--- src/hdl/vrc_pkg.sv ---
// Purpose: shared constants for the reference code generator
// Assumes: 32-bit axi4-lite register bus, one pixel clock domain
// Notes:   register offsets are byte addresses
package vrc_pkg;

  // register map
  localparam logic [3:0] VRC_OFF_CTRL   = 4'h0;
  localparam logic [3:0] VRC_OFF_STATUS = 4'h4;
  localparam logic [3:0] VRC_OFF_REF    = 4'h8;

  // control fields and reset values
  localparam int         VRC_CTRL_HDR_BIT = 0;
  localparam int         VRC_CTRL_VBI_BIT = 1;
  localparam logic [1:0] VRC_CTRL_RST     = 2'h0;

  // status fields
  localparam int VRC_ST_TASK_BIT  = 0;
  localparam int VRC_ST_FIELD_BIT = 1;
  localparam int VRC_ST_VBLK_BIT  = 2;
  localparam int VRC_ST_ARMED_BIT = 3;
  localparam int VRC_ST_FAULT_LSB = 8;

  // number of watched timing strobes
  localparam int VRC_NSTROBE = 5;

  // reference byte layout
  localparam int VRC_T_BIT = 7;
  localparam int VRC_F_BIT = 6;
  localparam int VRC_V_BIT = 5;
  localparam int VRC_H_BIT = 4;

  // code preamble and length
  localparam logic [7:0] VRC_PRE0     = 8'hff;
  localparam logic [7:0] VRC_PRE1     = 8'h00;
  localparam logic [1:0] VRC_LAST_IDX = 2'h3;

  // flag values after reset: active video, even field, blanking
  localparam logic VRC_T_RST = 1'b1;
  localparam logic VRC_F_RST = 1'b1;
  localparam logic VRC_V_RST = 1'b1;
  localparam logic [7:0] VRC_REF_RST = 8'h00;

  // axi responses
  localparam logic [1:0] VRC_RESP_OKAY   = 2'h0;
  localparam logic [1:0] VRC_RESP_SLVERR = 2'h2;

endpackage : vrc_pkg

--- src/hdl/vrc_gen.sv ---
// Purpose: insert start/end of active video reference codes into a
//          byte stream and track the task, field and blanking flags
// Assumes: timing strobes and pixel bytes come from logic on aclk
// Notes:   a code overwrites the four stream bytes that follow its edge
module vrc_gen
  import vrc_pkg::*;
#(
  parameter int ADDR_W = 4
)(
  // clock, reset, enable
  input  wire logic              aclk,
  input  wire logic              aresetn,
  input  wire logic              ce,
  // axi4-lite write address
  input  wire logic [ADDR_W-1:0] s_axi_awaddr,
  input  wire logic [2:0]        s_axi_awprot,
  input  wire logic              s_axi_awvalid,
  output logic                   s_axi_awready,
  // axi4-lite write data
  input  wire logic [31:0]       s_axi_wdata,
  input  wire logic [3:0]        s_axi_wstrb,
  input  wire logic              s_axi_wvalid,
  output logic                   s_axi_wready,
  // axi4-lite write response
  output logic [1:0]             s_axi_bresp,
  output logic                   s_axi_bvalid,
  input  wire logic              s_axi_bready,
  // axi4-lite read address
  input  wire logic [ADDR_W-1:0] s_axi_araddr,
  input  wire logic [2:0]        s_axi_arprot,
  input  wire logic              s_axi_arvalid,
  output logic                   s_axi_arready,
  // axi4-lite read data
  output logic [31:0]            s_axi_rdata,
  output logic [1:0]             s_axi_rresp,
  output logic                   s_axi_rvalid,
  input  wire logic              s_axi_rready,
  // video timing strobes
  input  wire logic              horizontal_active_window,
  input  wire logic              vertical_active_window,
  input  wire logic              vertical_sync_n,
  input  wire logic              vbi_line_select,
  input  wire logic              last_non_vbi_line,
  input  wire logic              last_non_video_line,
  input  wire logic              last_field_line,
  input  wire logic              last_active_line,
  // pixel stream
  input  wire logic [7:0]        pixel_in,
  output logic [7:0]             video_out_q,
  output logic                   code_out_q
);

  // reference byte with its protection bits
  function automatic logic [7:0] vrc_ref_byte(input logic t, input logic f,
                                              input logic v, input logic h);
    logic [7:0] b;
    b = 8'h00;
    b[VRC_T_BIT] = t;
    b[VRC_F_BIT] = f;
    b[VRC_V_BIT] = v;
    b[VRC_H_BIT] = h;
    b[3] = v ^ h ^ ~t;
    b[2] = f ^ h ^ ~t;
    b[1] = f ^ v ^ ~t;
    b[0] = f ^ v ^ h;
    return b;
  endfunction : vrc_ref_byte

  // state
  logic [1:0]             ctrl_q;
  logic                   t_q;
  logic                   f_q;
  logic                   v_q;
  logic                   armed_q;
  logic [7:0]             last_ref_q;
  logic                   hact_q;
  logic                   vact_q;
  logic                   last_field_line_q;
  logic                   tclr_ev_q;
  logic                   tset_ev_q;
  logic                   tclr_pend_q;
  logic                   tset_pend_q;
  logic                   ftog_pend_q;
  logic                   busy_q;
  logic [1:0]             idx_q;
  logic [7:0]             ref_q;
  logic [VRC_NSTROBE-1:0] fault_q;
  logic                   aw_got_q;
  logic                   w_got_q;
  logic [ADDR_W-1:0]      awaddr_q;
  logic [31:0]            wdata_q;
  logic [3:0]             wstrb_q;
  logic [1:0]             bresp_q;
  logic                   bvalid_q;
  logic [31:0]            rdata_q;
  logic [1:0]             rresp_q;
  logic                   rvalid_q;

  // combinational terms
  logic                   hdr_en;
  logic                   vbi_en;
  logic                   hrise;
  logic                   hfall;
  logic                   vrise;
  logic                   start_sav;
  logic                   start_eav;
  logic                   tclr_ev;
  logic                   tset_ev;
  logic                   tclr_eff;
  logic                   tset_eff;
  logic                   ftog_eff;
  logic                   t_new;
  logic                   f_new;
  logic                   v_new;
  logic                   wr_fire;
  logic                   aw_hs;
  logic                   w_hs;
  logic [ADDR_W-1:0]      wa;
  logic [31:0]            wd;
  logic [3:0]             ws;
  logic [VRC_NSTROBE-1:0] strobes;
  logic [VRC_NSTROBE-1:0] fault_set;
  logic [31:0]            status_word;

  assign hdr_en = ctrl_q[VRC_CTRL_HDR_BIT];
  assign vbi_en = ctrl_q[VRC_CTRL_VBI_BIT];

  // window edges against last cycle's sample
  assign hrise = horizontal_active_window & ~hact_q;
  assign hfall = ~horizontal_active_window & hact_q;
  assign vrise = vertical_active_window & ~vact_q;

  // codes only once armed; a new edge during a code is dropped
  assign start_sav = hdr_en & armed_q & ~busy_q & hrise;
  assign start_eav = hdr_en & armed_q & ~busy_q & hfall;

  // task events qualified by capture enable and vbi select
  assign tclr_ev = vbi_en & vbi_line_select & last_non_vbi_line;
  assign tset_ev = vbi_en & vbi_line_select & last_non_video_line;

  // an event in the eav cycle itself still counts
  assign tclr_eff = tclr_pend_q | (tclr_ev & ~tclr_ev_q);
  assign tset_eff = tset_pend_q | (tset_ev & ~tset_ev_q);
  assign ftog_eff = ftog_pend_q | (last_field_line & ~last_field_line_q);

  // flag values carried by the coming end code
  assign t_new = tset_eff ? 1'b1 : (tclr_eff ? 1'b0 : t_q);
  assign f_new = f_q ^ ftog_eff;
  // window drops mid strobe, so the line after reads blanking
  assign v_new = ~vertical_active_window;

  // edge samples
  always_ff @(posedge aclk)
  begin
    if (!aresetn)
    begin
      hact_q    <= 1'b0;
      vact_q    <= 1'b0;
      last_field_line_q   <= 1'b0;
      tclr_ev_q <= 1'b0;
      tset_ev_q <= 1'b0;
    end
    else if (ce)
    begin
      hact_q    <= horizontal_active_window;
      vact_q    <= vertical_active_window;
      last_field_line_q   <= last_field_line;
      tclr_ev_q <= tclr_ev;
      tset_ev_q <= tset_ev;
    end
  end

  // pending events wait for the next end code; consume beats set
  always_ff @(posedge aclk)
  begin
    if (!aresetn)
    begin
      tclr_pend_q <= 1'b0;
      tset_pend_q <= 1'b0;
      ftog_pend_q <= 1'b0;
    end
    else if (ce)
    begin
      tclr_pend_q <= start_eav ? 1'b0 : tclr_eff;
      tset_pend_q <= start_eav ? 1'b0 : tset_eff;
      ftog_pend_q <= start_eav ? 1'b0 : ftog_eff;
    end
  end

  // flags move only at end codes
  always_ff @(posedge aclk)
  begin
    if (!aresetn)
    begin
      t_q <= VRC_T_RST;
      f_q <= VRC_F_RST;
      v_q <= VRC_V_RST;
    end
    else if (ce && start_eav)
    begin
      t_q <= t_new;
      f_q <= f_new;
      v_q <= v_new;
    end
  end

  // arm on the first rise of the vertical window
  always_ff @(posedge aclk)
  begin
    if (!aresetn)
      armed_q <= 1'b0;
    else if (ce)
    begin
      if (!hdr_en)
        armed_q <= 1'b0;
      else if (vrise)
        armed_q <= 1'b1;
    end
  end

  // code sequencer: preamble then reference byte, back to back
  always_ff @(posedge aclk)
  begin
    if (!aresetn)
    begin
      busy_q     <= 1'b0;
      idx_q      <= 2'h0;
      ref_q      <= VRC_REF_RST;
      last_ref_q <= VRC_REF_RST;
    end
    else if (ce)
    begin
      if (start_eav)
      begin
        busy_q <= 1'b1;
        idx_q  <= 2'h1;
        // h is one in end codes, giving da, f1, b6, 38, 9d
        ref_q  <= vrc_ref_byte(t_new, f_new, v_new, 1'b1);
      end
      else if (start_sav)
      begin
        busy_q <= 1'b1;
        idx_q  <= 2'h1;
        // h is zero in start codes, giving c7, ec, ab, 25, 80
        ref_q  <= vrc_ref_byte(t_q, f_q, v_q, 1'b0);
      end
      else if (busy_q)
      begin
        idx_q <= idx_q + 2'h1;
        if (idx_q == VRC_LAST_IDX)
        begin
          busy_q     <= 1'b0;
          last_ref_q <= ref_q;
        end
      end
    end
  end

  // byte stream: code bytes replace pixels, else pass through
  always_ff @(posedge aclk)
  begin
    if (!aresetn)
    begin
      video_out_q <= 8'h00;
      code_out_q  <= 1'b0;
    end
    else if (ce)
    begin
      if (start_eav || start_sav)
      begin
        video_out_q <= VRC_PRE0;
        code_out_q  <= 1'b1;
      end
      else if (busy_q)
      begin
        video_out_q <= (idx_q == VRC_LAST_IDX) ? ref_q : VRC_PRE1;
        code_out_q  <= 1'b1;
        // ref_q holds
      end
      else
      begin
        video_out_q <= pixel_in;
        code_out_q  <= 1'b0;
      end
    end
  end

  // each strobe may span exactly one line start; a second is a fault
  assign strobes = {last_active_line, last_field_line, last_non_video_line,
                    last_non_vbi_line, ~vertical_sync_n};
  genvar gi;
  generate
    for (gi = 0; gi < VRC_NSTROBE; gi++)
    begin : g_watch
      logic [1:0] span_q;
      assign fault_set[gi] = strobes[gi] & start_eav & (span_q != 2'h0);
      always_ff @(posedge aclk)
      begin
        if (!aresetn)
          span_q <= 2'h0;
        else if (ce)
        begin
          if (!strobes[gi])
            span_q <= 2'h0;
          else if (start_eav && span_q != 2'h2)
            span_q <= span_q + 2'h1;
        end
      end
    end
  endgenerate

  // axi write: address and data taken in either order
  assign s_axi_awready = ce & ~aw_got_q & ~bvalid_q;
  assign s_axi_wready  = ce & ~w_got_q & ~bvalid_q;
  assign aw_hs   = s_axi_awvalid & s_axi_awready;
  assign w_hs    = s_axi_wvalid & s_axi_wready;
  assign wr_fire = (aw_got_q | aw_hs) & (w_got_q | w_hs) & ~bvalid_q;
  assign wa = aw_got_q ? awaddr_q : s_axi_awaddr;
  assign wd = w_got_q ? wdata_q : s_axi_wdata;
  assign ws = w_got_q ? wstrb_q : s_axi_wstrb;

  always_ff @(posedge aclk)
  begin
    if (!aresetn)
    begin
      aw_got_q <= 1'b0;
      w_got_q  <= 1'b0;
      awaddr_q <= '0;
      wdata_q  <= 32'h0;
      wstrb_q  <= 4'h0;
      bvalid_q <= 1'b0;
      bresp_q  <= VRC_RESP_OKAY;
    end
    else if (ce)
    begin
      if (aw_hs)
        awaddr_q <= s_axi_awaddr;
      if (w_hs)
      begin
        wdata_q <= s_axi_wdata;
        wstrb_q <= s_axi_wstrb;
      end
      if (wr_fire)
      begin
        aw_got_q <= 1'b0;
        w_got_q  <= 1'b0;
        bvalid_q <= 1'b1;
        bresp_q  <= (wa == VRC_OFF_CTRL || wa == VRC_OFF_STATUS) ?
                    VRC_RESP_OKAY : VRC_RESP_SLVERR;
      end
      else
      begin
        if (aw_hs)
          aw_got_q <= 1'b1;
        if (w_hs)
          w_got_q <= 1'b1;
        if (s_axi_bready)
          bvalid_q <= 1'b0;
      end
    end
  end

  // control register
  always_ff @(posedge aclk)
  begin
    if (!aresetn)
      ctrl_q <= VRC_CTRL_RST;
    else if (ce && wr_fire && wa == VRC_OFF_CTRL && ws[0])
      ctrl_q <= wd[1:0];
  end

  // sticky faults, write one to clear; a new fault wins over the clear
  always_ff @(posedge aclk)
  begin
    if (!aresetn)
      fault_q <= '0;
    else if (ce)
    begin
      if (wr_fire && wa == VRC_OFF_STATUS && ws[1])
        fault_q <= (fault_q & ~wd[VRC_ST_FAULT_LSB +: VRC_NSTROBE]) | fault_set;
      else
        fault_q <= fault_q | fault_set;
    end
  end

  always_comb
  begin
    status_word = 32'h0;
    status_word[VRC_ST_TASK_BIT]  = t_q;
    status_word[VRC_ST_FIELD_BIT] = f_q;
    status_word[VRC_ST_VBLK_BIT]  = v_q;
    status_word[VRC_ST_ARMED_BIT] = armed_q;
    status_word[VRC_ST_FAULT_LSB +: VRC_NSTROBE] = fault_q;
  end

  // axi read: one cycle to the answer
  assign s_axi_arready = ce & ~rvalid_q;

  always_ff @(posedge aclk)
  begin
    if (!aresetn)
    begin
      rvalid_q <= 1'b0;
      rdata_q  <= 32'h0;
      rresp_q  <= VRC_RESP_OKAY;
    end
    else if (ce)
    begin
      if (s_axi_arvalid && s_axi_arready)
      begin
        rvalid_q <= 1'b1;
        rresp_q  <= VRC_RESP_OKAY;
        case (s_axi_araddr)
          VRC_OFF_CTRL:   rdata_q <= {30'h0, ctrl_q};
          VRC_OFF_STATUS: rdata_q <= status_word;
          VRC_OFF_REF:    rdata_q <= {24'h0, last_ref_q};
          default:
          begin
            rdata_q <= 32'h0;
            rresp_q <= VRC_RESP_SLVERR;
          end
        endcase
      end
      else if (s_axi_rready)
        rvalid_q <= 1'b0;
    end
  end

  assign s_axi_bvalid = bvalid_q;
  assign s_axi_bresp  = bresp_q;
  assign s_axi_rvalid = rvalid_q;
  assign s_axi_rdata  = rdata_q;
  assign s_axi_rresp  = rresp_q;

endmodule : vrc_gen

--- config.mk ---
export PLATFORM = sky130hd
export DESIGN_NAME = vrc_gen
export DESIGN_NICKNAME = d
export VERILOG_FILES = /design/src/hdl/vrc_pkg.sv /design/src/hdl/vrc_gen.sv
export SDC_FILE = /design/constraint.sdc
export NUM_CORES = 1
export LEC_CHECK = 0
export ABC_CLOCK_PERIOD_IN_PS = 2400
export BUFFER_PORTS_ARGS = -buffer_cell sky130_fd_sc_hd__buf_2
export CAP_MARGIN = 20
export CORE_UTILIZATION = 50
export DETAILED_ROUTE_END_ITERATION = 7
export PLACE_DENSITY = 0.77
export SKIP_CTS_REPAIR_TIMING = 1
export SLEW_MARGIN = 25
export SYNTH_ARGS = -nofsm -noshare
export SYNTH_HDL_FRONTEND = slang
export SYNTH_SLANG_ARGS = --single-unit
--- constraint.sdc ---
create_clock -name aclk -period 2.4 [get_ports aclk]
set_clock_uncertainty 0.05 [all_clocks]
set_input_delay 0.48 -clock aclk [delete_from_list [all_inputs] [get_ports aclk]]
set_output_delay 0.48 -clock aclk [all_outputs]
set_load 0.01 [all_outputs]
### Word level (Yosys, flattened, before mapping)

Cells that the tools add are included.

| word-level totals | value |
|---|---|
| bits in registers | 116 |
| word-level logic and storage cells | 216 |
| bits of input ports | 74 |
| output and inout bits | 50 |

| cells by class | value |
|---|---|
| bitwise logic cells | 69 |
| equal/unequal tests | 14 |
| multiplexer cells | 46 |
| reduce and logical (&&, ||, !) cells | 46 |
| add/subtract/negate cells | 6 |

Operators with widths:

| cell | number |
|---|---|
| 8-bit 2-to-1 mux | 5 |
| 13-bit case mux with 3 select lines | 1 |
| 1-bit AND | 32 |
| 2-bit 2-to-1 mux | 16 |
| 2-bit AND reduction | 16 |
| 2-bit nonzero test | 11 |
| 1-bit 2-to-1 mux | 21 |
| 1-bit NOT | 19 |
| 13-bit 2-to-1 mux | 1 |
| 2-bit by 1-bit adder with 2-bit output, second input constant | 6 |
| 1-bit logical AND | 12 |
| 2-bit by 1-bit != test with 1-bit output, second input constant | 5 |
| 2-bit != test, second input constant | 5 |
| 5-bit bitwise OR | 2 |
| 1-bit bitwise XOR | 9 |
| 4-bit by 3-bit == test with 1-bit output, second input constant | 2 |
| 4-bit zero test | 2 |
| 5-bit AND | 1 |
| 5-bit 2-to-1 mux | 1 |
| 5-bit NOT | 1 |
| 1-bit bitwise OR | 5 |
| 5-bit AND reduction | 1 |
| 4-bit == test, second input constant | 1 |
| 4-bit 2-to-1 mux | 1 |
| other kinds (4) | 5 |

### Longest topological paths before layout

| depth | value |
|---|---|
| word-level depth | 10 |
| depth in mapped cells | 6 |
| gate-level depth less buffers | 5 |

### Least setup slack after synthesis

OpenSTA, ideal clock, no wires.

| timing | value |
|---|---|
| kind | input-to-reg |
| start | input s_axi_awaddr[0] |
| end | register fault_q[1] |
| stages | 5 |
| arrival | 1.688 ns |
| setup slack | 0.546 ns |
| path through | or4_1 a211oi_2 nor3b_2 nor3b_2 nor2_1 |

| on the way | value |
|---|---|
| cells in the longest elaborated chain, start to end | 5 |

RTL lines:

| element | line | RTL |
|---|---|---|
| from (decl) | vrc_gen.sv:15 | `input wire logic [ADDR_W-1:0] s_axi_awaddr,` |
| 4-bit 2-to-1 mux | vrc_gen.sv:318 | `assign wa = aw_got_q ? awaddr_q : s_axi_awaddr;` |
| 4-bit by 3-bit == test with 1-bit output | vrc_gen.sv:379 | `if (wr_fire && wa == VRC_OFF_STATUS && ws[1])` |
| 1-bit logical AND (2 in series) | vrc_gen.sv:379 |  |
| 5-bit 2-to-1 mux | vrc_gen.sv:379 |  |
| to (signal assigned) | vrc_gen.sv:380 | `fault_q <= (fault_q & ~wd[VRC_ST_FAULT_LSB +: VRC_NSTROBE]) \| fault_set;` |
| to (signal assigned) | vrc_gen.sv:382 | `fault_q <= fault_q \| fault_set;` |
| to (decl) | vrc_gen.sv:87 | `logic [VRC_NSTROBE-1:0] fault_q;` |

No other way between the ends.
A chain may end at the register's enable or synchronous reset.

### Worst setup path after layout

| timing | value |
|---|---|
| start | register aw_got_q |
| end | register fault_q[1] |

| on the way | value |
|---|---|
| cells in the longest elaborated chain, start to end | 10 |
| elaborated cells between the ends (all ways) | 12 |
| those cells by class | eq/ne: 1; mux: 2; bitwise: 7; reduce/logical: 2 |

RTL lines:

| element | line | RTL |
|---|---|---|
| from (decl) | vrc_gen.sv:88 | `logic aw_got_q;` |
| from (signal assigned) | vrc_gen.sv:326 | `aw_got_q <= 1'b0;` |
| from (signal assigned) | vrc_gen.sv:345 | `aw_got_q <= 1'b0;` |
| from (signal assigned) | vrc_gen.sv:354 | `aw_got_q <= 1'b1;` |
| 1-bit NOT | vrc_gen.sv:313 | `assign s_axi_awready = ce & ~aw_got_q & ~bvalid_q;` |
| 1-bit AND (2 in series) | vrc_gen.sv:313 |  |
| 1-bit AND | vrc_gen.sv:315 | `assign aw_hs = s_axi_awvalid & s_axi_awready;` |
| 1-bit bitwise OR | vrc_gen.sv:317 | `assign wr_fire = (aw_got_q \| aw_hs) & (w_got_q \| w_hs) & ~bvalid_q;` |
| 1-bit AND (2 in series) | vrc_gen.sv:317 |  |
| 1-bit logical AND (*) (2 in series) | vrc_gen.sv:379 |  |
| 5-bit 2-to-1 mux (*) | vrc_gen.sv:379 |  |

Mark *: on every way between the ends. The rest lies on a longest branch, timed or not.

==> out/results.ini <==
[outcome]
status = complete, no violations

[logic_synthesis]
synth_common_cells = dfxtp_1, nor2_1, nand2_1
ys_types = 64
syn_area_per_cell_um2 = 8.599
synth-main-ff-cell = dfxtp_1
synthTopCellsByArea = dfxtp_1, nor2_1, mux2i_1
synth_top_family_by_area = simple AND/OR/NAND/NOR gates
async_flop_share_pct = 0
synth_edf_count = 0
yosysMostFrequentCell = dfxtp_1
synth_compound_area_share_pct = 16.15
netlist.area_leader.share_pct = 40.71
ys_seq_elements = 89
synth_fa_ha_area_share_pct = 3.145
syn_area_um2 = 4377
synth_cells = 509
yosys.area.top_type = dfxtp_1
yosys_warnings = 0
ys_seq_area_share_pct = 40.71
muxShareOfSynthArea_pct = 6.947
synth-xor-area-share_pct = 2.316
synth-simple-area-share_pct = 22.61

[global_routing]
antenna_found_initial = 0
grt.busiest_layer = met2
grt_first_pass_wirelength_um = 15700
grt_pass1_vias = 3449
grt-ovfl-total = 0
use_met1_pct = 26.73
use_met3_pct = 4.625
grt_max_degree = 29
met2_usage_pct = 38.39
grt_use_total_pct = 22.34

[pwr]
cellLeakagePower_nw = 2.065
vdd_drop_max_uv = 284.5
seqPwrFrac_pct = 53.1
combPwrFrac_pct = 9.8
p_sw_share_pct = 25.19
power_density_nw_per_um2 = 586.0
netSwitchingPower_mw = 0.7259
power.internal_mw = 2.156
total_power_mw = 2.882
p_clk_share_pct = 37.1

[min_path]
hold_path.class = in2reg

[setup_path]
cp.required_ps = 2610
cp_max_fo = 6
arrival_ps = 2190
cp_slowest_stage_delay_ps = 510
critical_path.startpoint_type = flip-flop
crit_type = reg2reg
crit_top_cell = nor3b_2
rrSetupSlack_ps = 430
crit_path_top_delay_cell = or4b_1
endpoint_kind = flip-flop
path_cells = or4b_1 -> a211oi_2 -> nor3b_2 -> nor3b_2 -> nor2_1

[floorplan]
num_io_pins = 124
initial_core_util_pct = 52.48
rows = 33
die_height_um = 95.56
dieArea_um2 = 9132
die_x_um = 95.56
core_area_um2 = 8341

[drt]
drc = 0
detail-route-antenna-nets = 0
num_vias = 3697
viasPerCell = 5.429
wirelength_um = 9700
drt_first_pass_iters = 5
wire_per_inst_um = 14.24
drtIter0Drc = 115

[layout]
num-fill-cells = 749
nets = 656
final_core_util_pct = 58.97
layout.cells.non_filler = 681
antenna_cells = 0
drive_gt1_share_pct = 19.44
syn_to_final_growth_pct = 12.38

[cts]
path_clk_slew_ps = 90
cts_buffers = 9
cts_max_level = 3
clockBufferDepth = 2
root_buffer = clkbuf_8
clk_latency_ps = 360
cts_tree = yes
clkSinkCount = 89

[placed_design]
gp_congestion = 0.8528
hpwl_um = 7038
place_inst = 665
port_buffers = 69

[sta]
tns_ps = 0
setup_viol = 0
timing.hold.ws_ps = 307.2
worstMarginPinSlew_ps = 516.3
fin_crit_sh_pct = 82.17
maxClockFrequency_ghz = 0.5071
min_period_ps = 1972
slew_headroom_pct = 65.58
finalMaxSlewViolations = 0
rsz0062_at_grt = no
hold_viol_final = 0

[flow_run]
maxCapViolCount = 0

[flip-flops by register name, indices dropped and copies added (netlist names), 2 cells and up]
signal,flops
awaddr_q,4
ctrl_q,2
fault_q,5
g_watch.span_q,10
idx_q,2
last_ref_q,8
ref_q,8
s_axi_rdata,13
video_out_q,8
wdata_q,7
wstrb_q,2
[cell families after synthesis]
kind of cell               count (synthesis)
and+or+nand+nor                          195
AOI/OAI and AO/OA                        110
DFF                                       89
buffers and inverters                     63
muxes                                     30
adders and majority gates                 11
xor gates and xnor gates                  10
other                                      1
[through the flow]
step,worst slack (ps),area [µm²]
3_3_place_gp,242.4,4712
2_1_floorplan,546.1,4452
4_1_cts,405.6,4918
3_5_place_dp,220.7,4712
6_report,427.9,4918
5_1_grt,292.3,4918
[path summary, 6_finish.rpt]
| kind | from | to | depth (start not counted) |
|---|---|---|---|
| setup / recovery | aw_got_q$_SDFFE_PN0P_ | fault_q[1]$_SDFFE_PN0P_ | 5 |
| hold / removal | s_axi_wdata[12] | wdata_q[12]$_SDFFE_PN0P_ | 3 |
| setup reg to reg | aw_got_q$_SDFFE_PN0P_ | fault_q[1]$_SDFFE_PN0P_ | 5 |
| hold reg to reg | wstrb_q[1]$_SDFFE_PN0P_ | wstrb_q[1]$_SDFFE_PN0P_ | 2 |
[placed cells by master, fill, tap and decap left out, types with 7 or more instances in the layout]
| cell | instances |
|---|---|
| dfxtp_1 | 89 |
| nor2_1 | 79 |
| buf_2 | 69 |
| nand2_1 | 42 |
| a21oi_1 | 36 |
| mux2i_1 | 27 |
| conb_1 | 21 |
| nand3_1 | 14 |
| o21ai_0 | 14 |
| a22oi_1 | 13 |
| inv_1 | 11 |
| ha_1 | 11 |
| clkbuf_8 | 11 |
| buf_4 | 11 |
| o21ai_1 | 9 |
| a31oi_1 | 8 |
| nand2b_1 | 7 |
| o21a_1 | 7 |
| nor2b_1 | 7 |
| nor3b_2 | 7 |
[area by class of cell]
cell class,count,area (µm²),area share (%)
clock buffers,12,155.1,3.154
clock inverters,4,51.30,1.043
inverters,14,52.55,1.068
multi-input cells,377,2318,47.14
flip-flops and latches,89,1782,36.22
well taps,105,131.4,2.671
repair buffers,80,427.9,8.700
[metal layers]
metal,up-vias,part of all wire [%]
met5,-,0
met4,0,2.3
met2,116,49
li1,1855,-
met3,17,5.1
met1,1709,44
[power groups by stage]
stage / combinational, mW / clock [mW] / sequential (mW)
2_1_floorplan: 0.198 / 0 / 1.57
3_3_place_gp: 0.273 / 0 / 1.56
3_5_place_dp: 0.281 / 0 / 1.56
4_1_cts: 0.283 / 1.09 / 1.53
5_1_grt: 0.314 / 1.15 / 1.53
6_report: 0.283 / 1.07 / 1.53
[worst max-delay path, delay by kind of cell, from the launching register on]
kind | cells | cell delay, ps
AND/OR/NAND/NOR | 4 | 1100
flip-flops | 1 | 440
AO/OA/AOI/OAI | 1 | 280
(Power assumes the default switching activity.)
